$ cat src/hdl/sems_pkg.sv
// Package: register map, field layout, operation codes and request carrier
package sems_pkg;
  // Register map, byte offsets
  localparam logic [7:0] SEMS_CMD_OFFSET = 8'hB0;
  localparam logic [7:0] SEMS_DATA_OFFSET = 8'hB4;
  // Command register field layout
  localparam int SEMS_BUSY_BIT = 31;
  localparam int SEMS_OP_LSB = 28;
  localparam int SEMS_OP_W = 3;
  localparam int SEMS_TMO_BIT = 9;
  localparam int SEMS_ADDR_LSB = 0;
  localparam int SEMS_ADDR_W = 8;
  localparam int SEMS_DATA_W = 8;
  // Operation codes
  localparam logic [2:0] SEMS_OP_READ = 3'h0;
  localparam logic [2:0] SEMS_OP_WRITE = 3'h3;
  localparam logic [2:0] SEMS_OP_LOAD = 3'h7;
  // Timeout in its own unit and derived cycle count at 100 MHz
  localparam int SEMS_CLK_MHZ = 100;
  localparam int SEMS_TIMEOUT_US = 1000;
  localparam int SEMS_TIMEOUT_CYC = SEMS_TIMEOUT_US * SEMS_CLK_MHZ;
  localparam logic [31:0] SEMS_ZERO32 = 32'h0000_0000;
  // Request handed to the serial engine
  typedef struct packed {
    logic [2:0] op;
    logic [7:0] addr;
    logic [7:0] wdata;
  } sems_req_t;
  typedef enum logic [1:0] {SEMS_LOAD, SEMS_IDLE, SEMS_RUN} sems_state_t;
endpackage

$ cat src/hdl/sems_timer.sv
// Operation watchdog: counts while an operation runs, pulses on expiry
`timescale 1ns/10ps
module sems_timer
  import sems_pkg::*;
#(
  parameter int TIMEOUT_CYC = SEMS_TIMEOUT_CYC
)
(
  input wire logic clk_i,
  input wire logic reset_i,
  input wire logic run_i,
  output logic expired_o
);
  localparam int CNT_W = $clog2(TIMEOUT_CYC + 1);
  localparam logic [CNT_W-1:0] LAST = CNT_W'(TIMEOUT_CYC - 1);
  logic [CNT_W-1:0] count;

  // Restarts whenever the operation is not running
  always_ff @(posedge clk_i or posedge reset_i)
  begin
    if (reset_i)
    begin
      count <= '0;
    end
    else if (!run_i || expired_o)
    begin
      count <= '0;
    end
    else
    begin
      count <= count + CNT_W'(1);
    end
  end

  assign expired_o = run_i && (count == LAST);
endmodule

$ cat src/hdl/sems_ctrl.sv
// Serial memory command control: command/data registers and operation handshake
//
// Function
// - The command register sits at byte offset B0h and is 32 bits wide.
// - Writing one into bit 31 starts the coded operation at the given address.
// - Bit 31 stays one while the operation runs and clears itself at its end.
// - Read data is valid in the data register when bit 31 clears.
// - A write with no memory attached keeps bit 31 set until the timeout clears it.
// - Bit 31 is one directly after reset with no host action.
// - After reset the station address load runs and bit 31 clears once it ends.
`timescale 1ns/10ps
module sems_ctrl
  import sems_pkg::*;
#(
  parameter int TIMEOUT_CYC = SEMS_TIMEOUT_CYC,
  parameter logic [7:0] LOAD_ADDR = 8'h00
)
(
  input wire logic clk_i,
  input wire logic reset_i,
  input wire logic [7:0] reg_addr_i,
  input wire logic reg_wr_i,
  input wire logic [31:0] reg_wdata_i,
  input wire logic reg_rd_i,
  output logic [31:0] reg_rdata_o,
  output logic mem_req_o,
  output sems_req_t mem_cmd_o,
  input wire logic mem_done_i,
  input wire logic [7:0] mem_rdata_i
);
  sems_state_t state;
  sems_req_t cmd;
  logic [SEMS_OP_W-1:0] cmd_op;
  logic [SEMS_ADDR_W-1:0] cmd_addr;
  logic [SEMS_DATA_W-1:0] data_reg;
  logic timeout_flag;
  logic expired;
  logic cmd_wr;
  logic data_wr;
  logic launch;
  logic finish;
  logic busy;

  // Address decode of the two registers
  assign cmd_wr = reg_wr_i && (reg_addr_i == SEMS_CMD_OFFSET);
  assign data_wr = reg_wr_i && (reg_addr_i == SEMS_DATA_OFFSET);
  assign launch = cmd_wr && reg_wdata_i[SEMS_BUSY_BIT] && (state == SEMS_IDLE);
  assign finish = mem_req_o && (mem_done_i || expired);
  assign busy = (state != SEMS_IDLE);

  // Watchdog for operations that never answer
  sems_timer #(
    .TIMEOUT_CYC(TIMEOUT_CYC)
  ) u_timer (
    .clk_i(clk_i),
    .reset_i(reset_i),
    .run_i(mem_req_o),
    .expired_o(expired)
  );

  // Sequencer: reset starts in the address load so busy is high at once
  always_ff @(posedge clk_i or posedge reset_i)
  begin
    if (reset_i)
    begin
      state <= SEMS_LOAD;
    end
    else
    begin
      unique case (state)
        SEMS_LOAD:
        begin
          if (finish)
          begin
            state <= SEMS_IDLE;
          end
        end
        SEMS_IDLE:
        begin
          if (launch)
          begin
            state <= SEMS_RUN;
          end
        end
        SEMS_RUN:
        begin
          if (finish)
          begin
            state <= SEMS_IDLE;
          end
        end
      endcase
    end
  end

  // Command fields; writes while busy are dropped to protect the running request
  always_ff @(posedge clk_i or posedge reset_i)
  begin
    if (reset_i)
    begin
      cmd_op <= SEMS_OP_LOAD;
      cmd_addr <= LOAD_ADDR;
    end
    else if (cmd_wr && !busy)
    begin
      cmd_op <= reg_wdata_i[SEMS_OP_LSB +: SEMS_OP_W];
      cmd_addr <= reg_wdata_i[SEMS_ADDR_LSB +: SEMS_ADDR_W];
    end
  end

  // Data register: host write data for writes, memory data on read completion
  always_ff @(posedge clk_i or posedge reset_i)
  begin
    if (reset_i)
    begin
      data_reg <= '0;
    end
    else if (mem_req_o && mem_done_i && (cmd.op != SEMS_OP_WRITE))
    begin
      data_reg <= mem_rdata_i;
    end
    else if (data_wr && !busy)
    begin
      data_reg <= reg_wdata_i[SEMS_DATA_W-1:0];
    end
  end
  // Request word built in one place so the struct has a single driver
  assign cmd = {cmd_op, cmd_addr, data_reg};

  // Sticky timeout flag, write one to clear; a new expiry wins over the clear
  always_ff @(posedge clk_i or posedge reset_i)
  begin
    if (reset_i)
    begin
      timeout_flag <= 1'b0;
    end
    else if (expired && mem_req_o)
    begin
      timeout_flag <= 1'b1;
    end
    else if (cmd_wr && reg_wdata_i[SEMS_TMO_BIT])
    begin
      timeout_flag <= 1'b0;
    end
  end

  // Registered read data, unmapped offsets read zero
  always_ff @(posedge clk_i or posedge reset_i)
  begin
    if (reset_i)
    begin
      reg_rdata_o <= SEMS_ZERO32;
    end
    else if (reg_rd_i)
    begin
      reg_rdata_o <= SEMS_ZERO32;
      if (reg_addr_i == SEMS_CMD_OFFSET)
      begin
        reg_rdata_o[SEMS_BUSY_BIT] <= busy;
        reg_rdata_o[SEMS_OP_LSB +: SEMS_OP_W] <= cmd.op;
        reg_rdata_o[SEMS_ADDR_LSB +: SEMS_ADDR_W] <= cmd.addr;
        reg_rdata_o[SEMS_TMO_BIT] <= timeout_flag;
      end
      else if (reg_addr_i == SEMS_DATA_OFFSET)
      begin
        reg_rdata_o[SEMS_DATA_W-1:0] <= data_reg;
      end
    end
  end

  // Request to the engine is a level held for the whole operation
  assign mem_req_o = busy;
  assign mem_cmd_o = cmd;
endmodule

$ cat config.mk
export PLATFORM = sky130hd
export DESIGN_NAME = sems_ctrl
export DESIGN_NICKNAME = d
export VERILOG_FILES = /design/src/hdl/sems_pkg.sv /design/src/hdl/sems_timer.sv /design/src/hdl/sems_ctrl.sv
export SDC_FILE = /design/constraint.sdc
export NUM_CORES = 1
export LEC_CHECK = 0
export BUFFER_PORTS_ARGS = -buffer_cell sky130_fd_sc_hd__buf_2
export CORE_ASPECT_RATIO = 1.1
export CORE_MARGIN = 2
export CORE_UTILIZATION = 40
export CTS_BUF_LIST = sky130_fd_sc_hd__clkbuf_4
export DETAILED_ROUTE_END_ITERATION = 6
export MAX_ROUTING_LAYER = met4
export PLACE_DENSITY = 0.68
export SLEW_MARGIN = 20
export SYNTH_ARGS = -nofsm -noshare
export SYNTH_HDL_FRONTEND = slang
export SYNTH_SLANG_ARGS = --single-unit
export TNS_END_PERCENT = 50
$ cat constraint.sdc
create_clock -name clk_i -period 2.89 [get_ports clk_i]
set_clock_uncertainty 0.2 [all_clocks]
set_input_delay 0 -clock clk_i [delete_from_list [all_inputs] [get_ports clk_i]]
set_output_delay 0 -clock clk_i [all_outputs]
set_load 0.03 [all_outputs]
# After elaboration in Yosys (flattened, before gate mapping)
# Index checks and enable logic that the tools add are counted.
# classes
n_addsub,1
eq_ne,9
n_mux,12
n_reduce_logical,20
# op_table
op,n
$mux 8,4
$add 17x1->17 const B,1
$eq 17x17->1 const B,1
$mux 17,1
$eq 8x8->1 const B,2
$logic_and 1x1->1,12
$mux 2,2
$mux 4,1
$ne 2x1->1 const B,2
$pmux 2 s2,1
$reduce_bool 2->1,2
$mux 1,3
$ne 3x2->1 const B,1
$eq 2x1->1 const B,1
$eq 2x2->1 const B,1
$logic_not 2->1,1
$logic_or 1x1->1,2
$ne 2x2->1 const B,1
$reduce_and 2->1,1
$reduce_or 2->1,1
$logic_not 1->1,1
# word_totals
regBits,52
input_bits,53
out_inout_bits,52

# Longest topological paths before layout
# depth
ltp_word,6
ltp_mapped,6
ltp_nobuf,5

# Cells and area by module
# A second synthesis with hierarchy kept.
# unflattened
hier_cells,239
hier_area_um2,2622.5
# modules_own_cells
module,n_inst,cells_per_inst,area_per_inst_um2
sems_ctrl,1,149,1711.6
sems_timer,1,90,910.9

# Least setup slack after synthesis
# No wires, ideal clock.
# synth_path
path_kind,register -> register
from,reg cmd_op[0]
to,reg data_reg[0]
setup_time_ns,0.125
t_arrival_ns,1.652
required_ns,2.565
setup_slack_ns,0.914
path_stages_with_launch,5
n_path_buf,0
path_cell_list,dfstp_2 > nand2_1 > o211ai_4 > mux2_2 > mux2_2
# synth_via
elab_chain_len,3
elab_cells_between_ends,4
classes_between,1 x eq/ne; 1 x mux; 2 x reduce/logical
# synth_lines
item,line,source
start: declaration,sems_ctrl.sv:33,logic [SEMS_OP_W-1:0] cmd_op;
start signal: assignment,sems_ctrl.sv:106,cmd_op <= reg_wdata_i[SEMS_OP_LSB +: SEMS_OP_W];
$ne 3x2->1 (*),sems_ctrl.sv:118,else if (mem_req_o && mem_done_i && (cmd.op != SEMS_OP_WRITE))
$logic_and 1x1->1 (*),sems_ctrl.sv:118,
$mux 8 or $reduce_bool 2->1 (tied branches),-,
end signal: assignment,sems_ctrl.sv:120,data_reg <= mem_rdata_i;
end signal: assignment,sems_ctrl.sv:124,data_reg <= reg_wdata_i[SEMS_DATA_W-1:0];
end: declaration,sems_ctrl.sv:35,logic [SEMS_DATA_W-1:0] data_reg;
# Every way passes the cells marked *; elsewhere a longest branch is shown, timed or not.
# A chain may end at the register's enable or synchronous reset.

# Worst setup path after layout
# layout_path
from,in reg_addr_i[2]
to,reg state[1]
# layout_via
elab_chain_len,6
# layout_lines
item,line,source
start: declaration,sems_ctrl.sv:21,"input wire logic [7:0] reg_addr_i,"
$eq 8x8->1,sems_ctrl.sv:45,assign cmd_wr = reg_wr_i && (reg_addr_i == SEMS_CMD_OFFSET);
$logic_and 1x1->1,sems_ctrl.sv:45,
$logic_and 1x1->1 (2 in series),sems_ctrl.sv:47,assign launch = cmd_wr && reg_wdata_i[SEMS_BUSY_BIT] && (state == SEMS_IDLE);
$ne 2x2->1 (no source line),-,
$reduce_and 2->1 (no source line),-,
end signal: assignment,sems_ctrl.sv:66,state <= SEMS_LOAD;
end signal: assignment,sems_ctrl.sv:75,state <= SEMS_IDLE;
end signal: assignment,sems_ctrl.sv:82,state <= SEMS_RUN;
end: declaration,sems_ctrl.sv:31,sems_state_t state;
# No other way between the ends.

==> results <==
- The sequential fraction of the synthesis area is between 50% and 60%.
- The hold violation count in the final report is 0.
- The CTS tree is done.
- 105 I/O pins were placed.
- The initial utilization of the core area, before any placement, comes to 41.7%.
- The horizontal die dimension is 80.6 um.
- The number of inserted diodes is 0.
- The initial antenna violation count is 0.
- The first global-routing pass estimated 9300 um of wire.
- The number of filler cells placed in the layout is 540.
- For this run the aggregate overflow at the end of global routing stands at 0.
- In the post-route analysis, the smallest setup slack over all paths is 0.440 ns.
- The start-to-end type of the worst setup path is in -> reg.
- The register with the most flip-flops in the layout has 17 of them.
- For the pin with the worst max-slew slack, the measured transition is between 0.8 and 0.9 ns.
- The run finished with clean final reports.
- The post-route total power is 1.88 mW.
- In the final layout, the registers with the most flip-flops are u_timer.count (17), reg_rdata_o (13).
- The number of global-route vias before repair was roughly 2000.
- In the final routed layout, each cell accounts on average for between 10 and 15 um.
- The reg-to-reg endpoint is state[0]$_DFFE_PP0P_.
- The leakage power figure is around 1.6 nW.
- The maximum number of pins on one net before global-route repair is 53.
- The share of final-layout standard cells stronger than drive strength 1 is 35.8%.
- The beginning of the worst register-to-register path is u_timer.count[0]$_DFF_PP0_.
- The share of the core filled with cells in the final layout is 53.4%.
- The area of all sequential standard cells is between 0.001 and 0.0015 mm2.
- The DRC violations left is 0.
- Averaged over all synthesized cells, the footprint is 11.8 um2.
- The net count of the finished layout is 371.
- For hold timing, the worst endpoint is reg_rdata_o[3]$_DFFE_PP0P_.
- The register-to-register setup slack is 0.51 ns.
- Across the run, the number of max-cap violations was 0.
- Measured against its own limit, the worst slew margin works out to 42.5%.
- For this run, the number of standard cells in the final layout without fillers is 398.
- For this run, the detailed router's first-pass iteration total came to 4.
- Global routing used between 10% and 20% of the available tracks.
- The largest register by flop count is u_timer.count.
- The core region is between 0.006 and 0.007 mm2.
- The flip-flop and latch count after synthesis is between 50 and 60.
- The category of the worst setup path launch point is a primary input.
- The average vias per placed instance is 4.92.
- The most used flip-flop cell after synthesis is dfrtp_1.
- The routed layout has 1959 vias.
- The arrival time reported for the critical path endpoint is 2.57 ns.
- Relative to the synthesized area, the layout overhead comes to 28.1%.
- The maximum vdd drop is 0.410 mV.
- After technology mapping, the gate count stands at approximately 220.
- The worst hold path begins at reg_addr_i[3].
- The clock tree synthesis step divided the H-tree into 2 levels.
- In the final layout, the multi-input gates occupy 0.00114 mm2.
- The wire-length estimate of the detail-placed layout is approximately 3900 um.
- The die is 88.2 um tall.
- The share of the clock period used by the worst path is 84.8%.
- In this run, the number of DRC markers left after iteration 0 of detailed routing was 76.
- Buffers inserted to repair hold after CTS numbered 31.
- The total wire length is 5630 um.
- The Yosys step of the flow raised 0 warnings.
- The die covers 0.00711 mm2.
- The floorplan has 30 rows.
- Dividing total power by cell area gives a power density of between 500 and 600 mW/mm2.
- The root buffer cell is clkbuf_4.
- The count of cells resized by post-cts repair is 0.
- Setup repair after global routing left no endpoint under its margin.
- The number of distinct library cells after synthesis is 37.
- At the end of routability-driven placement, the weighted congestion stood at 0.854.
- During placement, the flow inserted port buffers numbering 66.
- The depth of the most critical reg-to-reg path is 6.
- The number of nets still failing antenna checks after routing is 0.
- The largest fanout of any net on the critical path is 14.
- The number of placed instances, taps included is 359.
- The tree built by TritonCTS fans out to 52 sinks.
- The min-delay analysis places its worst path in the category in -> reg.
- Timing analysis after detailed placement gives a worst setup slack of 0.871 ns.
- The critical path capture point type is a register.
- The later pin in the worst-skew pair is clocked with a latency of approximately 0.37 ns.
- The mapped netlist covers ~0.0026 mm2.
- The number of endpoints failing setup at the final stage is 0.
- After clock tree synthesis, the clock-pin slew on the worst setup and hold paths is 0.15 ns.
- The time the final worst path needs with I/O delays and setup is ~2.4 ns.
- The required arrival time at the worst endpoint is 3.01 ns.
- No sink is reached through more buffers than the 2 on the longest clock path.
- In this run, CTS created clock tree buffers numbering 5.
- The number of slew-limit violations in the final report is 0.
- The number of cells on the worst hold path is 4.
- After clock tree synthesis, the setup repair step added 0 buffers.
- The setup TNS is 0 ns.
- The number of enable flip-flop cells after synthesis is 0.
- The maximum clock rate is 0.408 GHz.
- The async set-or-reset flop fraction in the synthesized netlist is 100%.
[critical path, cell delays in order]
cell           delay, ns
dlygate4sd3_1       0.53
buf_2               0.24
or4b_1              0.54
dlygate4sd3_1       0.57
a21oi_1             0.13
dlygate4sd3_1       0.55
[metrics by stage]
step,hold slack [ns],instance area (um2)
after floorplan,-0.0484,2650
after global placement,0.0358,2910
after detailed placement,0.0403,2910
after CTS,0.0201,3300
after global routing,0.00904,3300
final,0.0285,3300
[kinds of logic (layout without fill, tap and decap cells)]
group / Yosys count / count (layout) / share of synthesized area (%)
buf+inv: 34 / 115 / 8.00
flops: 52 / 52 / 50.6
simple gates: 60 / 60 / 13.8
fa+ha+maj: 1 / 1 / 0.485
xor+xnor: 14 / 14 / 4.75
other cells: 1 / 19 / 0.145
compound gates: 22 / 22 / 7.32
mux: 35 / 35 / 14.9
[worst max-delay path by stage]
stage	slack, ns	start	endpoint	depth (start not counted)
floorplan	0.91	cmd_op[0]$_DFFE_PP1P_	data_reg[0]$_DFFE_PP0P_	4
global placement	0.87	u_timer.count[0]$_DFF_PP0_	u_timer.count[12]$_DFF_PP0_	5
detailed placement	0.87	u_timer.count[0]$_DFF_PP0_	u_timer.count[12]$_DFF_PP0_	5
CTS	0.44	reg_addr_i[2]	state[1]$_DFFE_PP0P_	6
global route	0.36	u_timer.count[0]$_DFF_PP0_	state[0]$_DFFE_PP0P_	6
finish	0.44	reg_addr_i[2]	state[1]$_DFFE_PP0P_	6
[report_power, final]
| part | internal, mW | switching, mW |
|---|---|---|
| combinational | 0.224 | 0.368 |
| sequential | 0.811 | 0.0681 |
| clock | 0.181 | 0.232 |
[synthesized netlist by cell type (all sizes together) (2+ instances only)]
| cell | n | area (um2) |
|---|---|---|
| nand2 | 5 | 18.8 |
| mux2 | 27 | 304 |
| nand4 | 7 | 50.1 |
| dfstp | 3 | 78.8 |
| xnor2 | 10 | 87.6 |
| inv | 9 | 33.8 |
| nor4 | 7 | 43.8 |
| a22o | 5 | 43.8 |
| nor2 | 17 | 63.8 |
| clkbuf | 2 | 7.51 |
| nand3 | 10 | 62.6 |
| buf | 23 | 165 |
| xor2 | 4 | 35.0 |
| o21ai | 4 | 31.3 |
| nor3 | 5 | 35.0 |
| and4b | 2 | 20.0 |
| mux2i | 8 | 80.1 |
| dfrtp | 49 | 1230 |
| o2bb2ai | 8 | 70.1 |
| a21oi | 3 | 15.0 |
[cells in the final DEF, fill, tap and decap left out, types with 2 or more instances in the layout]
cell type	instances
clkbuf_4	5
nor3_2	2
nand3_1	9
xnor2_1	10
and4b_1	2
nor2_1	17
o21ai_0	3
buf_2	66
o2bb2ai_1	8
conb_1	19
nor3_1	3
clkinv_2	2
nand2_1	5
dfrtp_1	49
inv_1	7
a22o_1	5
mux2i_1	8
mux2_2	27
nand4_1	6
dfstp_2	3
nor4_1	7
dlygate4sd3_1	31
xor2_1	4
a21oi_1	3
[metal layers]
layer | wire (um) | vias to the layer above | track usage (%)
met5 | 0 | - | -
met4 | 36 | 0 | 3.85
met3 | 231 | 4 | 3.47
met2 | 2950 | 56 | 29.8
met1 | 2410 | 951 | 20.8
li1 | - | 948 | -
[layout make-up]
cell class,count,area share [%]
Inverter,9,1.06
Tap cell,80,3.03
Multi-Input combinational cell,151,34.4
Timing Repair Buffer,98,19.6
Clock inverter,3,1.29
Clock buffer,5,1.14
Sequential cell,52,39.5
Note: power is estimated with default switching activity, not from simulation.
